### src/tc_pkg.sv
/*
  shared constants and types for the trigger control block: register map,
  field layouts, reset values, timing counts and the register bus carriers.
  assumes a 50 MHz sample clock and a 32-bit AXI4-Lite register bus.
*/
package tc_pkg;

  // ------------------------------------------------------------------
  // register map (byte addresses)
  // ------------------------------------------------------------------
  localparam int              ADDR_W   = 8;
  localparam logic [ADDR_W-1:0] A_CTRL   = 8'h00;
  localparam logic [ADDR_W-1:0] A_SWTRIG = 8'h04;
  localparam logic [ADDR_W-1:0] A_PERIOD = 8'h08;
  localparam logic [ADDR_W-1:0] A_GAP    = 8'h0C;
  localparam logic [ADDR_W-1:0] A_STATUS = 8'h10;

  localparam logic [1:0] RESP_OKAY   = 2'h0;
  localparam logic [1:0] RESP_SLVERR = 2'h2;

  // ------------------------------------------------------------------
  // field positions
  // ------------------------------------------------------------------
  localparam int SWT_BIT     = 0;
  localparam int ST_PLAYING  = 0;
  localparam int ST_RUN      = 1;
  localparam int CTRL_W      = 9;

  // ------------------------------------------------------------------
  // timing: figures as printed, cycle counts derived from the clock
  // ------------------------------------------------------------------
  localparam int CLK_NS        = 20;
  localparam int T_PER_DEF_NS  = 15000;
  localparam int T_PER_MIN_NS  = 200;
  localparam int T_PER_MAX_S   = 20;
  localparam int PER_DEF_CYC   = T_PER_DEF_NS / CLK_NS;
  localparam int PER_MIN_CYC   = (T_PER_MIN_NS + CLK_NS - 1) / CLK_NS;
  localparam int PER_MAX_CYC   = T_PER_MAX_S * (1000000000 / CLK_NS);
  localparam int GAP_DEF       = 152;
  localparam int GAP_MIN       = 152;
  localparam int GAP_MAX       = 8000000;
  localparam int GAP_STEP      = 8;

  localparam logic [31:0] PER_RST = 32'(PER_DEF_CYC);
  localparam logic [31:0] GAP_RST = 32'(GAP_DEF);

  // ------------------------------------------------------------------
  // settings
  // ------------------------------------------------------------------
  typedef enum logic [1:0] {POL_RISE, POL_FALL, POL_BOTH} tc_pol_t;
  typedef enum logic [1:0] {SRC_EXT, SRC_BUS, SRC_TIMER, SRC_EVENT} tc_src_t;

  typedef struct packed {
    tc_pol_t evt_pol;
    logic    tmr_delay;
    tc_src_t src;
    tc_pol_t pol;
    logic    restart;
    logic    cont;
  } tc_ctrl_t;

  localparam logic [CTRL_W-1:0] CTRL_RST = 9'h000;

  // ------------------------------------------------------------------
  // register bus carriers
  // ------------------------------------------------------------------
  typedef struct packed {
    logic              awvalid;
    logic [ADDR_W-1:0] awaddr;
    logic              wvalid;
    logic [31:0]       wdata;
    logic [3:0]        wstrb;
    logic              bready;
    logic              arvalid;
    logic [ADDR_W-1:0] araddr;
    logic              rready;
  } tc_axi_req_t;

  typedef struct packed {
    logic        awready;
    logic        wready;
    logic        bvalid;
    logic [1:0]  bresp;
    logic        arready;
    logic        rvalid;
    logic [31:0] rdata;
    logic [1:0]  rresp;
  } tc_axi_rsp_t;

endpackage

### src/tc_edge_det.sv
/*
  one trigger input: two-stage synchroniser followed by an edge qualifier
  with its own polarity setting.
  assumes pin_i is asynchronous to clk_i and pol_i is a stable register.
*/
`timescale 1ns/1ps
module tc_edge_det import tc_pkg::*; (
  input  wire logic    clk_i,
  input  wire logic    rst_i,
  input  wire logic    pin_i,
  input  wire tc_pol_t pol_i,
  output logic         evt_o
);

  typedef struct packed {
    logic s1;
    logic s2;
    logic s3;
    logic evt;
  } tc_edge_st_t;

  tc_edge_st_t s;
  tc_edge_st_t next_s;

  // s1 feeds only s2; the edge compare looks at s2 and s3
  always_comb begin
    next_s    = s;
    next_s.s1 = pin_i;
    next_s.s2 = s.s1;
    next_s.s3 = s.s2;
    case (pol_i)
      POL_RISE: next_s.evt = s.s2 & ~s.s3;
      POL_FALL: next_s.evt = ~s.s2 & s.s3;
      POL_BOTH: next_s.evt = s.s2 ^ s.s3;
      default:  next_s.evt = 1'b0;
    endcase
  end

  always_ff @(posedge clk_i) begin
    if (rst_i) begin
      s <= '0;
    end else begin
      s <= next_s;
    end
  end

  assign evt_o = s.evt;

  property p_rise;
    @(posedge clk_i) disable iff (rst_i)
    (pol_i == POL_RISE && $past(pol_i) == POL_RISE && evt_o) |-> $past(s.s2) && !$past(s.s3);
  endproperty
  a_rise: assert property (p_rise) else $error("rise event without rising edge");

  property p_fall;
    @(posedge clk_i) disable iff (rst_i)
    (pol_i == POL_FALL && $past(pol_i) == POL_FALL && evt_o) |-> !$past(s.s2) && $past(s.s3);
  endproperty
  a_fall: assert property (p_fall) else $error("fall event without falling edge");

  property p_both;
    @(posedge clk_i) disable iff (rst_i)
    (pol_i == POL_BOTH && (s.s2 != s.s3)) |=> evt_o;
  endproperty
  a_both: assert property (p_both) else $error("edge missed in both-edge mode");

endmodule

### src/tc_trig_ctrl.sv
/*
  trigger control: picks a trigger source, qualifies edges, applies normal
  or restart handling and runs the internal periodic trigger generator.
  registers over AXI4-Lite. assumes wave_done_i is a one-cycle pulse from
  the waveform player on the same clock, marking the end of a waveform.
*/
`timescale 1ns/1ps

module tc_trig_ctrl import tc_pkg::*; (
  input  wire logic         clk_i,
  input  wire logic         rst_i,
  input  wire tc_axi_req_t  axi_req_i,
  output tc_axi_rsp_t       axi_rsp_o,
  input  wire logic         trig_pin_i,
  input  wire logic         button_i,
  input  wire logic         event_pin_i,
  input  wire logic         wave_done_i,
  output logic              start_o,
  output logic              run_o
);

  // ------------------------------------------------------------------
  // state
  // ------------------------------------------------------------------
  typedef struct packed {
    tc_ctrl_t          ctrl;
    logic [31:0]       per;
    logic [31:0]       gap;
    logic [31:0]       tcnt;
    logic              playing;
    logic              start;
    logic              run;
    logic              aw_got;
    logic [ADDR_W-1:0] awaddr;
    logic              w_got;
    logic [31:0]       wdata;
    logic [3:0]        wstrb;
    logic              bvalid;
    logic [1:0]        bresp;
    logic              rvalid;
    logic [31:0]       rdata;
    logic [1:0]        rresp;
  } tc_state_t;

  tc_state_t   s;
  tc_state_t   next_s;
  logic [2:0]  pin_evt;
  logic [2:0]  pin_raw;
  tc_pol_t     pin_pol [3];
  logic        wr_fire;
  logic [31:0] ctrl_wr;
  logic        sw_pulse;
  logic        tmr_fire;
  logic        src_evt;
  logic        trig_acc;

  // ------------------------------------------------------------------
  // input qualification: trigger pin, button, event pin
  // ------------------------------------------------------------------
  assign pin_raw    = {event_pin_i, button_i, trig_pin_i};
  assign pin_pol[0] = s.ctrl.pol;
  // the button is a clean push, so only its press is taken
  assign pin_pol[1] = POL_RISE;
  assign pin_pol[2] = s.ctrl.evt_pol;

  for (genvar g = 0; g < 3; g++) begin : g_pin
    tc_edge_det u_edge (
      .clk_i (clk_i),
      .rst_i (rst_i),
      .pin_i (pin_raw[g]),
      .pol_i (pin_pol[g]),
      .evt_o (pin_evt[g])
    );
  end

  // ------------------------------------------------------------------
  // helpers
  // ------------------------------------------------------------------
  function automatic logic [31:0] merge(input logic [31:0] old_v,
                                        input logic [31:0] new_v,
                                        input logic [3:0]  strb);
    logic [31:0] r;
    r = old_v;
    for (int b = 0; b < 4; b++) begin
      if (strb[b]) begin
        r[8*b +: 8] = new_v[8*b +: 8];
      end
    end
    return r;
  endfunction

  function automatic logic [31:0] clamp(input logic [31:0] v,
                                        input logic [31:0] lo,
                                        input logic [31:0] hi);
    logic [31:0] r;
    r = v;
    if (v < lo) begin
      r = lo;
    end else if (v > hi) begin
      r = hi;
    end
    return r;
  endfunction

  // ------------------------------------------------------------------
  // trigger selection and generator
  // ------------------------------------------------------------------
  assign wr_fire  = s.aw_got && s.w_got && !s.bvalid;
  assign sw_pulse = wr_fire && (s.awaddr == A_SWTRIG) && s.wstrb[0] && s.wdata[SWT_BIT];
  // only the low CTRL_W bits hold settings; the rest of the word is dropped
  assign ctrl_wr  = merge(32'(s.ctrl), s.wdata, s.wstrb);

  // without tmr_delay the generator runs on its own count; with it the count is held at zero while playing and restarts at the waveform end
  always_comb begin
    if (s.ctrl.tmr_delay) begin
      tmr_fire = !s.playing && (s.tcnt >= s.gap - 32'h0000_0001);
    end else begin
      tmr_fire = s.tcnt >= s.per - 32'h0000_0001;
    end
  end

  always_comb begin
    case (s.ctrl.src)
      SRC_EXT:   src_evt = pin_evt[0] | pin_evt[1];
      SRC_BUS:   src_evt = sw_pulse;
      SRC_TIMER: src_evt = tmr_fire;
      SRC_EVENT: src_evt = pin_evt[2];
      default:   src_evt = 1'b0;
    endcase
  end

  // in continuous mode no trigger gates the output
  assign trig_acc = !s.ctrl.cont && src_evt;

  // ------------------------------------------------------------------
  // next state
  // ------------------------------------------------------------------
  always_comb begin
    next_s = s;

    // generator count
    if (tmr_fire || (s.ctrl.tmr_delay && s.playing)) begin
      next_s.tcnt = 32'h0000_0000;
    end else begin
      next_s.tcnt = s.tcnt + 32'h0000_0001;
    end

    // waveform control; a start wins over an end in the same cycle
    next_s.start = trig_acc && (s.ctrl.restart || !s.playing);
    if (s.ctrl.cont) begin
      next_s.playing = 1'b0;
    end else if (next_s.start) begin
      next_s.playing = 1'b1;
    end else if (wave_done_i) begin
      next_s.playing = 1'b0;
    end
    // write address and data, taken in either order
    if (axi_req_i.awvalid && !s.aw_got && !s.bvalid) begin
      next_s.aw_got = 1'b1;
      next_s.awaddr = axi_req_i.awaddr;
    end
    if (axi_req_i.wvalid && !s.w_got && !s.bvalid) begin
      next_s.w_got = 1'b1;
      next_s.wdata = axi_req_i.wdata;
      next_s.wstrb = axi_req_i.wstrb;
    end

    if (wr_fire) begin
      next_s.aw_got = 1'b0;
      next_s.w_got  = 1'b0;
      next_s.bvalid = 1'b1;
      next_s.bresp  = RESP_OKAY;
      if (s.awaddr == A_CTRL) begin
        next_s.ctrl = tc_ctrl_t'(ctrl_wr[CTRL_W-1:0]);
      end else if (s.awaddr == A_SWTRIG) begin
        next_s.bresp = RESP_OKAY;
      end else if (s.awaddr == A_PERIOD) begin
        next_s.per = clamp(merge(s.per, s.wdata, s.wstrb),
                           32'(PER_MIN_CYC), 32'(PER_MAX_CYC));
      end else if (s.awaddr == A_GAP) begin
        // low bits dropped so the gap stays on the 8-point grid
        next_s.gap = clamp(merge(s.gap, s.wdata, s.wstrb),
                           32'(GAP_MIN), 32'(GAP_MAX))
                     & ~32'(GAP_STEP - 1);
      end else if (s.awaddr == A_STATUS) begin
        next_s.bresp = RESP_OKAY;
      end else begin
        next_s.bresp = RESP_SLVERR;
      end
    end else if (s.bvalid && axi_req_i.bready) begin
      next_s.bvalid = 1'b0;
    end

    // entering continuous mode acts at once, so no start or playing state leaks out
    if (next_s.ctrl.cont) begin
      next_s.start   = 1'b0;
      next_s.playing = 1'b0;
    end
    next_s.run = next_s.ctrl.cont | next_s.playing;

    // read channel: answer one cycle after the address is taken
    if (axi_req_i.arvalid && !s.rvalid) begin
      next_s.rvalid = 1'b1;
      next_s.rresp  = RESP_OKAY;
      if (axi_req_i.araddr == A_CTRL) begin
        next_s.rdata = 32'(s.ctrl);
      end else if (axi_req_i.araddr == A_SWTRIG) begin
        next_s.rdata = 32'h0000_0000;
      end else if (axi_req_i.araddr == A_PERIOD) begin
        next_s.rdata = s.per;
      end else if (axi_req_i.araddr == A_GAP) begin
        next_s.rdata = s.gap;
      end else if (axi_req_i.araddr == A_STATUS) begin
        next_s.rdata = 32'h0000_0000;
        next_s.rdata[ST_PLAYING] = s.playing;
        next_s.rdata[ST_RUN]     = s.run;
      end else begin
        next_s.rdata = 32'h0000_0000;
        next_s.rresp = RESP_SLVERR;
      end
    end else if (s.rvalid && axi_req_i.rready) begin
      next_s.rvalid = 1'b0;
    end
  end

  // ------------------------------------------------------------------
  // registers
  // ------------------------------------------------------------------
  always_ff @(posedge clk_i) begin
    if (rst_i) begin
      s      <= '0;
      s.ctrl <= tc_ctrl_t'(CTRL_RST);
      s.per  <= PER_RST;
      s.gap  <= GAP_RST;
    end else begin
      s <= next_s;
    end
  end

  // ------------------------------------------------------------------
  // outputs
  // ------------------------------------------------------------------
  always_comb begin
    axi_rsp_o         = '0;
    axi_rsp_o.awready = !s.aw_got && !s.bvalid;
    axi_rsp_o.wready  = !s.w_got && !s.bvalid;
    axi_rsp_o.bvalid  = s.bvalid;
    axi_rsp_o.bresp   = s.bresp;
    axi_rsp_o.arready = !s.rvalid;
    axi_rsp_o.rvalid  = s.rvalid;
    axi_rsp_o.rdata   = s.rdata;
    axi_rsp_o.rresp   = s.rresp;
  end

  assign start_o = s.start;
  assign run_o   = s.run;

  // ------------------------------------------------------------------
  // checks
  // ------------------------------------------------------------------
  property p_norm_ignore;
    @(posedge clk_i) disable iff (rst_i)
    (!s.ctrl.restart && s.playing && !wave_done_i && trig_acc) |=> !start_o && s.playing;
  endproperty
  a_norm_ignore: assert property (p_norm_ignore) else $error("trigger not ignored");

  property p_restart;
    @(posedge clk_i) disable iff (rst_i)
    (s.ctrl.restart && trig_acc && !next_s.ctrl.cont) |=> start_o;
  endproperty
  a_restart: assert property (p_restart) else $error("restart trigger lost");

  property p_ext;
    @(posedge clk_i) disable iff (rst_i)
    (s.ctrl.src == SRC_EXT && trig_acc) |-> (pin_evt[0] || pin_evt[1]);
  endproperty
  a_ext: assert property (p_ext) else $error("external source took a foreign trigger");

  property p_bus;
    @(posedge clk_i) disable iff (rst_i)
    (s.ctrl.src == SRC_BUS && !s.ctrl.cont && (pin_evt != 3'h0) && !sw_pulse) |-> !trig_acc;
  endproperty
  a_bus: assert property (p_bus) else $error("software source took a pin trigger");

  property p_timer;
    @(posedge clk_i) disable iff (rst_i)
    (s.ctrl.src == SRC_TIMER && trig_acc) |-> tmr_fire;
  endproperty
  a_timer: assert property (p_timer) else $error("internal source took a foreign trigger");

  property p_event;
    @(posedge clk_i) disable iff (rst_i)
    (s.ctrl.src == SRC_EVENT && trig_acc) |-> pin_evt[2];
  endproperty
  a_event: assert property (p_event) else $error("event source took a foreign trigger");

  property p_cont;
    @(posedge clk_i) disable iff (rst_i)
    s.ctrl.cont |-> run_o && !start_o && !s.playing;
  endproperty
  a_cont: assert property (p_cont) else $error("continuous mode gated by trigger");

  property p_tmr_time;
    @(posedge clk_i) disable iff (rst_i)
    (!s.ctrl.tmr_delay && $stable(s.per) && tmr_fire) |=> s.tcnt == 32'h0000_0000 && !tmr_fire;
  endproperty
  a_tmr_time: assert property (p_tmr_time) else $error("timed generator did not reload");

  property p_tmr_gap;
    @(posedge clk_i) disable iff (rst_i)
    (s.ctrl.tmr_delay && s.playing) |=> s.tcnt == 32'h0000_0000;
  endproperty
  a_tmr_gap: assert property (p_tmr_gap) else $error("gap count ran during playback");

  property p_gap_range;
    @(posedge clk_i) disable iff (rst_i)
    s.gap >= 32'(GAP_MIN) && s.gap <= 32'(GAP_MAX) && s.gap[2:0] == 3'h0;
  endproperty
  a_gap_range: assert property (p_gap_range) else $error("gap out of range");

  c_norm_start: cover property (@(posedge clk_i) disable iff (rst_i)
    !s.ctrl.restart && !s.playing && trig_acc ##1 start_o);
  c_restart: cover property (@(posedge clk_i) disable iff (rst_i)
    s.ctrl.restart && s.playing && trig_acc);
  c_tmr_fire: cover property (@(posedge clk_i) disable iff (rst_i)
    s.ctrl.src == SRC_TIMER && tmr_fire && !s.ctrl.cont);
  c_wr: cover property (@(posedge clk_i) disable iff (rst_i)
    wr_fire && s.awaddr == A_CTRL);

endmodule

### config.mk
export PLATFORM = sky130hd
export DESIGN_NAME = tc_trig_ctrl
export DESIGN_NICKNAME = d
export VERILOG_FILES = /design/src/tc_pkg.sv /design/src/tc_edge_det.sv /design/src/tc_trig_ctrl.sv
export SDC_FILE = /design/constraint.sdc
export NUM_CORES = 1
export LEC_CHECK = 0
export ABC_AREA = 0
export BUFFER_PORTS_ARGS = -buffer_cell sky130_fd_sc_hd__clkbuf_2
export CORE_MARGIN = 4
export CORE_UTILIZATION = 55
export CTS_BUF_LIST = sky130_fd_sc_hd__clkbuf_4 sky130_fd_sc_hd__clkbuf_8
export DETAILED_ROUTE_END_ITERATION = 16
export PLACE_DENSITY = 0.78
export RECOVER_POWER = 100
export SYNTH_ARGS = -nofsm -noshare
export SYNTH_HDL_FRONTEND = slang
export SYNTH_SLANG_ARGS = --single-unit
### constraint.sdc
create_clock -name clk_i -period 4.21 [get_ports clk_i]
set_input_delay 0.421 -clock clk_i [delete_from_list [all_inputs] [get_ports clk_i]]
set_output_delay 0.421 -clock clk_i [all_outputs]
set_load 0.02 [all_outputs]
==> reports/metrics.cfg <==
[synth]
synth.ff_latch_count = 199
synth_edf_count = 0
ys_seq_area_share_pct = 33.87
syn_area_sq_um = 11760
ys.flop_type = dfxtp_1
synth.distinct_cells = 72
synth_area_per_cell_sq_um = 8.024
syn_inst = 1466
async_reset_ff_share_pct = 0
synth_warnings = 0

[finish]
finish.utilization_pct = 60.75
layout_commonest_cell = dfxtp_1
antenna_cells = 0
drive_gt1_share_pct = 12.30
layoutNonFillerInstCount = 1803
nNetsFinal = 1646
final_cell_mix = dfxtp_1 (199), nand2_1 (193), nor2_1 (147), a21oi_1 (130), ha_1 (68)
area_growth_pct = 8.562

[place]
numPortBuffers = 103
hpwl_um = 26770
dp.cells = 1770
place_congestion = 1.023
dp_slack_ps = 76.93

[pwr]
p_seq_share_pct = 55.0
p_per_area_nw_per_um2 = 282.8
p_comb_share_pct = 9.3
leakagePower_uw = 0.005167
p_int_uw = 2514
total_power_uw = 3612
ir_drop_v = 0.0002280
p_sw_share_pct = 30.41
p_sw_uw = 1098
clockPowerShare_pct = 35.6

[critical_path]
crit_required_ps = 4600
path_class = reg2reg
endpoint_kind = flip-flop
critPathMaxFanout = 32
crit_arrival_ps = 4470
worstSetupStartpointType = flip-flop
slowest_delay_ps = 620
cp_slowest_cell = or4b_2
crit_chain = nor4_2 > nand3_1 > or2_2 > nor3_4 > nand3_1 > nor4_2 > xnor2_1 > ha_1 > nor2b_1 > o21ai_0 > or4b_2 > a21oi_1 > a32oi_2 > buf_12 > nor3b_1

[floorplan]
dieWidth_um = 154.3
core_sq_um = 21020
ios = 106
die_area_sq_um = 23790
die_h_um = 154.3
fp-row-count = 53
initial_core_util_pct = 55.96

[detailed_routing]
viasPerCell = 6.159
vias = 11104
routed_wl_um = 35870
drt_pass1_iterations = 5
drtIter0Drc = 1174
drc = 0
wire_per_inst_um = 19.89
antenna_left = 0

[cts]
htreeDepth = 4
clkSlewWorstSetupHoldPaths_ps = 110
cts_tree = built
cts_max_path_buffers = 2
cts_buffers = 17
clock-root-buffer = clkbuf_8
clk_latency_ps = 500
cts_num_sinks = 199

[status]
status = finished with violations
violations = capacitance limit, slew limit

[sta]
fin_skew_ps = 23.11
relSlewSlack_pct = -107.6
fmaxAchievable_ghz = 0.2456
slew_violations = 122
finalHoldViolations = 0
postLayoutSetupSlackWorst_ps = 137.9
setup_violations = 0
worstMarginPinSlew_ps = 3114
min_period_ps = 4072
tns_ps = 0
fin_crit_sh_pct = 96.72

[global_route]
grt_pass1_vias = 10276
antenna_found_initial = 0
busiest_layer = met2
use_met1_pct = 40.18
grt_first_pass_wirelength_um = 55840
gr-usage-met3_pct = 5.120
gr-total-overflow = 0
grt_use_total_pct = 29.19
use_met2_pct = 45.26
grt_start_max_net_pins = 78

[worst_hold_path]
hold_path.class = in2reg

[run]
drv_cap = 3

[cell families (layout without fill, tap and decap cells)]
kind of cell / after synthesis / in the layout / synth area share (%)
AO/OA/AOI/OAI: 304 / 304 / 16.49
XOR/XNOR: 86 / 86 / 6.403
adder cells (fa/ha/maj): 68 / 68 / 7.233
buffers and inverters: 152 / 213 / 6.360
flip-flops: 199 / 199 / 33.87
multiplexers: 49 / 49 / 4.425
other: 1 / 2 / 0.03188
AND/OR/NAND/NOR: 607 / 607 / 25.20
[through the flow]
stage	hold WS [ps]	cell area, sq um
detailed placement	374.2	12380
floorplan	367.4	11770
global route	91.61	12770
global placement	373.2	12380
CTS	88.23	12800
finish	97.39	12770
[per-layer routing]
| layer | vias up | routed length (um) |
|---|---|---|
| met5 | - | 0 |
| met4 | 0 | 1737 |
| met3 | 124 | 3120 |
| met2 | 573 | 15870 |
| met1 | 5159 | 15140 |
| li1 | 5248 | - |
[layout make-up]
class / instances / area, sq um
Clock inverter: 14 / 175.2
Timing Repair Buffer: 152 / 828.3
Inverter: 29 / 108.9
Tap cell: 275 / 344.1
Multi-Input combinational cell: 1116 / 7083
Fill cell: 1943 / 8250
Sequential cell: 199 / 3984
Clock buffer: 18 / 247.7
[critical path: cells and delay by family (launching register included)]
kind | cells | cell delay [ps]
flip-flops | 1 | 400
buffers and inverters | 1 | 200
AO/OA/AOI/OAI | 3 | 400
AND/OR/NAND/NOR | 9 | 2510
XOR/XNOR | 1 | 160
adder cells (fa/ha/maj) | 1 | 280
[synthesized netlist by cell type, types with 3 or more instances]
master | instances | area share, %
nor2b_1 | 15 | 0.80
buf_1 | 10 | 0.32
or4_1 | 7 | 0.45
nor3b_1 | 10 | 0.64
clkbuf_1 | 61 | 1.9
xnor2_1 | 50 | 3.7
o31ai_1 | 4 | 0.26
buf_4 | 40 | 2.6
nor2_1 | 148 | 4.7
nand3_1 | 52 | 2.2
ha_1 | 68 | 7.2
o221ai_1 | 4 | 0.30
a221o_1 | 6 | 0.51
o21a_1 | 3 | 0.19
nor4_1 | 25 | 1.3
a21o_1 | 23 | 1.5
a21oi_1 | 131 | 5.6
nor4b_1 | 9 | 0.67
nand3b_1 | 11 | 0.70
a22oi_1 | 28 | 1.8
a2111oi_4 | 3 | 0.70
a31oi_1 | 3 | 0.16
o2bb2ai_1 | 7 | 0.52
xor2_1 | 36 | 2.7
a22o_1 | 6 | 0.45
mux2i_1 | 25 | 2.1
nand2_1 | 193 | 6.2
and4_1 | 3 | 0.22
o21ai_0 | 48 | 2.0
o22ai_1 | 8 | 0.43
nor3_1 | 45 | 1.9
a211oi_1 | 9 | 0.57
o211ai_1 | 4 | 0.26
nand4_1 | 23 | 1.2
and2_1 | 18 | 0.96
buf_2 | 10 | 0.43
or3_1 | 9 | 0.48
dfxtp_1 | 199 | 34
nand2b_1 | 12 | 0.64
mux2_2 | 24 | 2.3
inv_1 | 29 | 0.93
and3_1 | 8 | 0.43
[flip-flops by register name, indices dropped and copies added, names as in the netlist]
register	flops
axi_rsp_o	36
g_pin.u_edge.evt_o	3
g_pin.u_edge.next_s	6
g_pin.u_edge.s	3
pin_pol	4
run_o	1
s	145
start_o	1
[worst paths after layout]
| check | start | endpoint | slack [ps] | depth (start not counted) |
|---|---|---|---|---|
| max reg2reg | s[157]$_SDFFE_PP1P_ | s[106]$_SDFF_PP0_ | 140 | 15 |
| min reg2reg | g_pin[1].u_edge.s[1]$_SDFF_PP0_ | g_pin[1].u_edge.evt_o$_SDFF_PP0_ | 410 | 1 |
| min | axi_req_i[0] | axi_rsp_o[34]$_SDFFE_PP0P_ | 100 | 2 |
| max | s[157]$_SDFFE_PP1P_ | s[106]$_SDFF_PP0_ | 140 | 15 |
[power by group through the flow]
stage,Sequential (uW),Clock (uW),Combinational [uW]
2_1_floorplan,2000,0,240
5_1_grt,1990,1370,369
3_5_place_dp,2030,0,334
6_report,1990,1290,337
3_3_place_gp,2030,0,333
4_1_cts,1980,1300,335
[what timing repair did]
action / 4_1_cts / 5_1_grt
gates resized for setup: 0 / 13
hold buffers: 0 / 0
endpoints found under the setup margin: 0 / 35
buffers inserted: 0 / 1
Note: power is estimated with default switching activity, not from simulation.
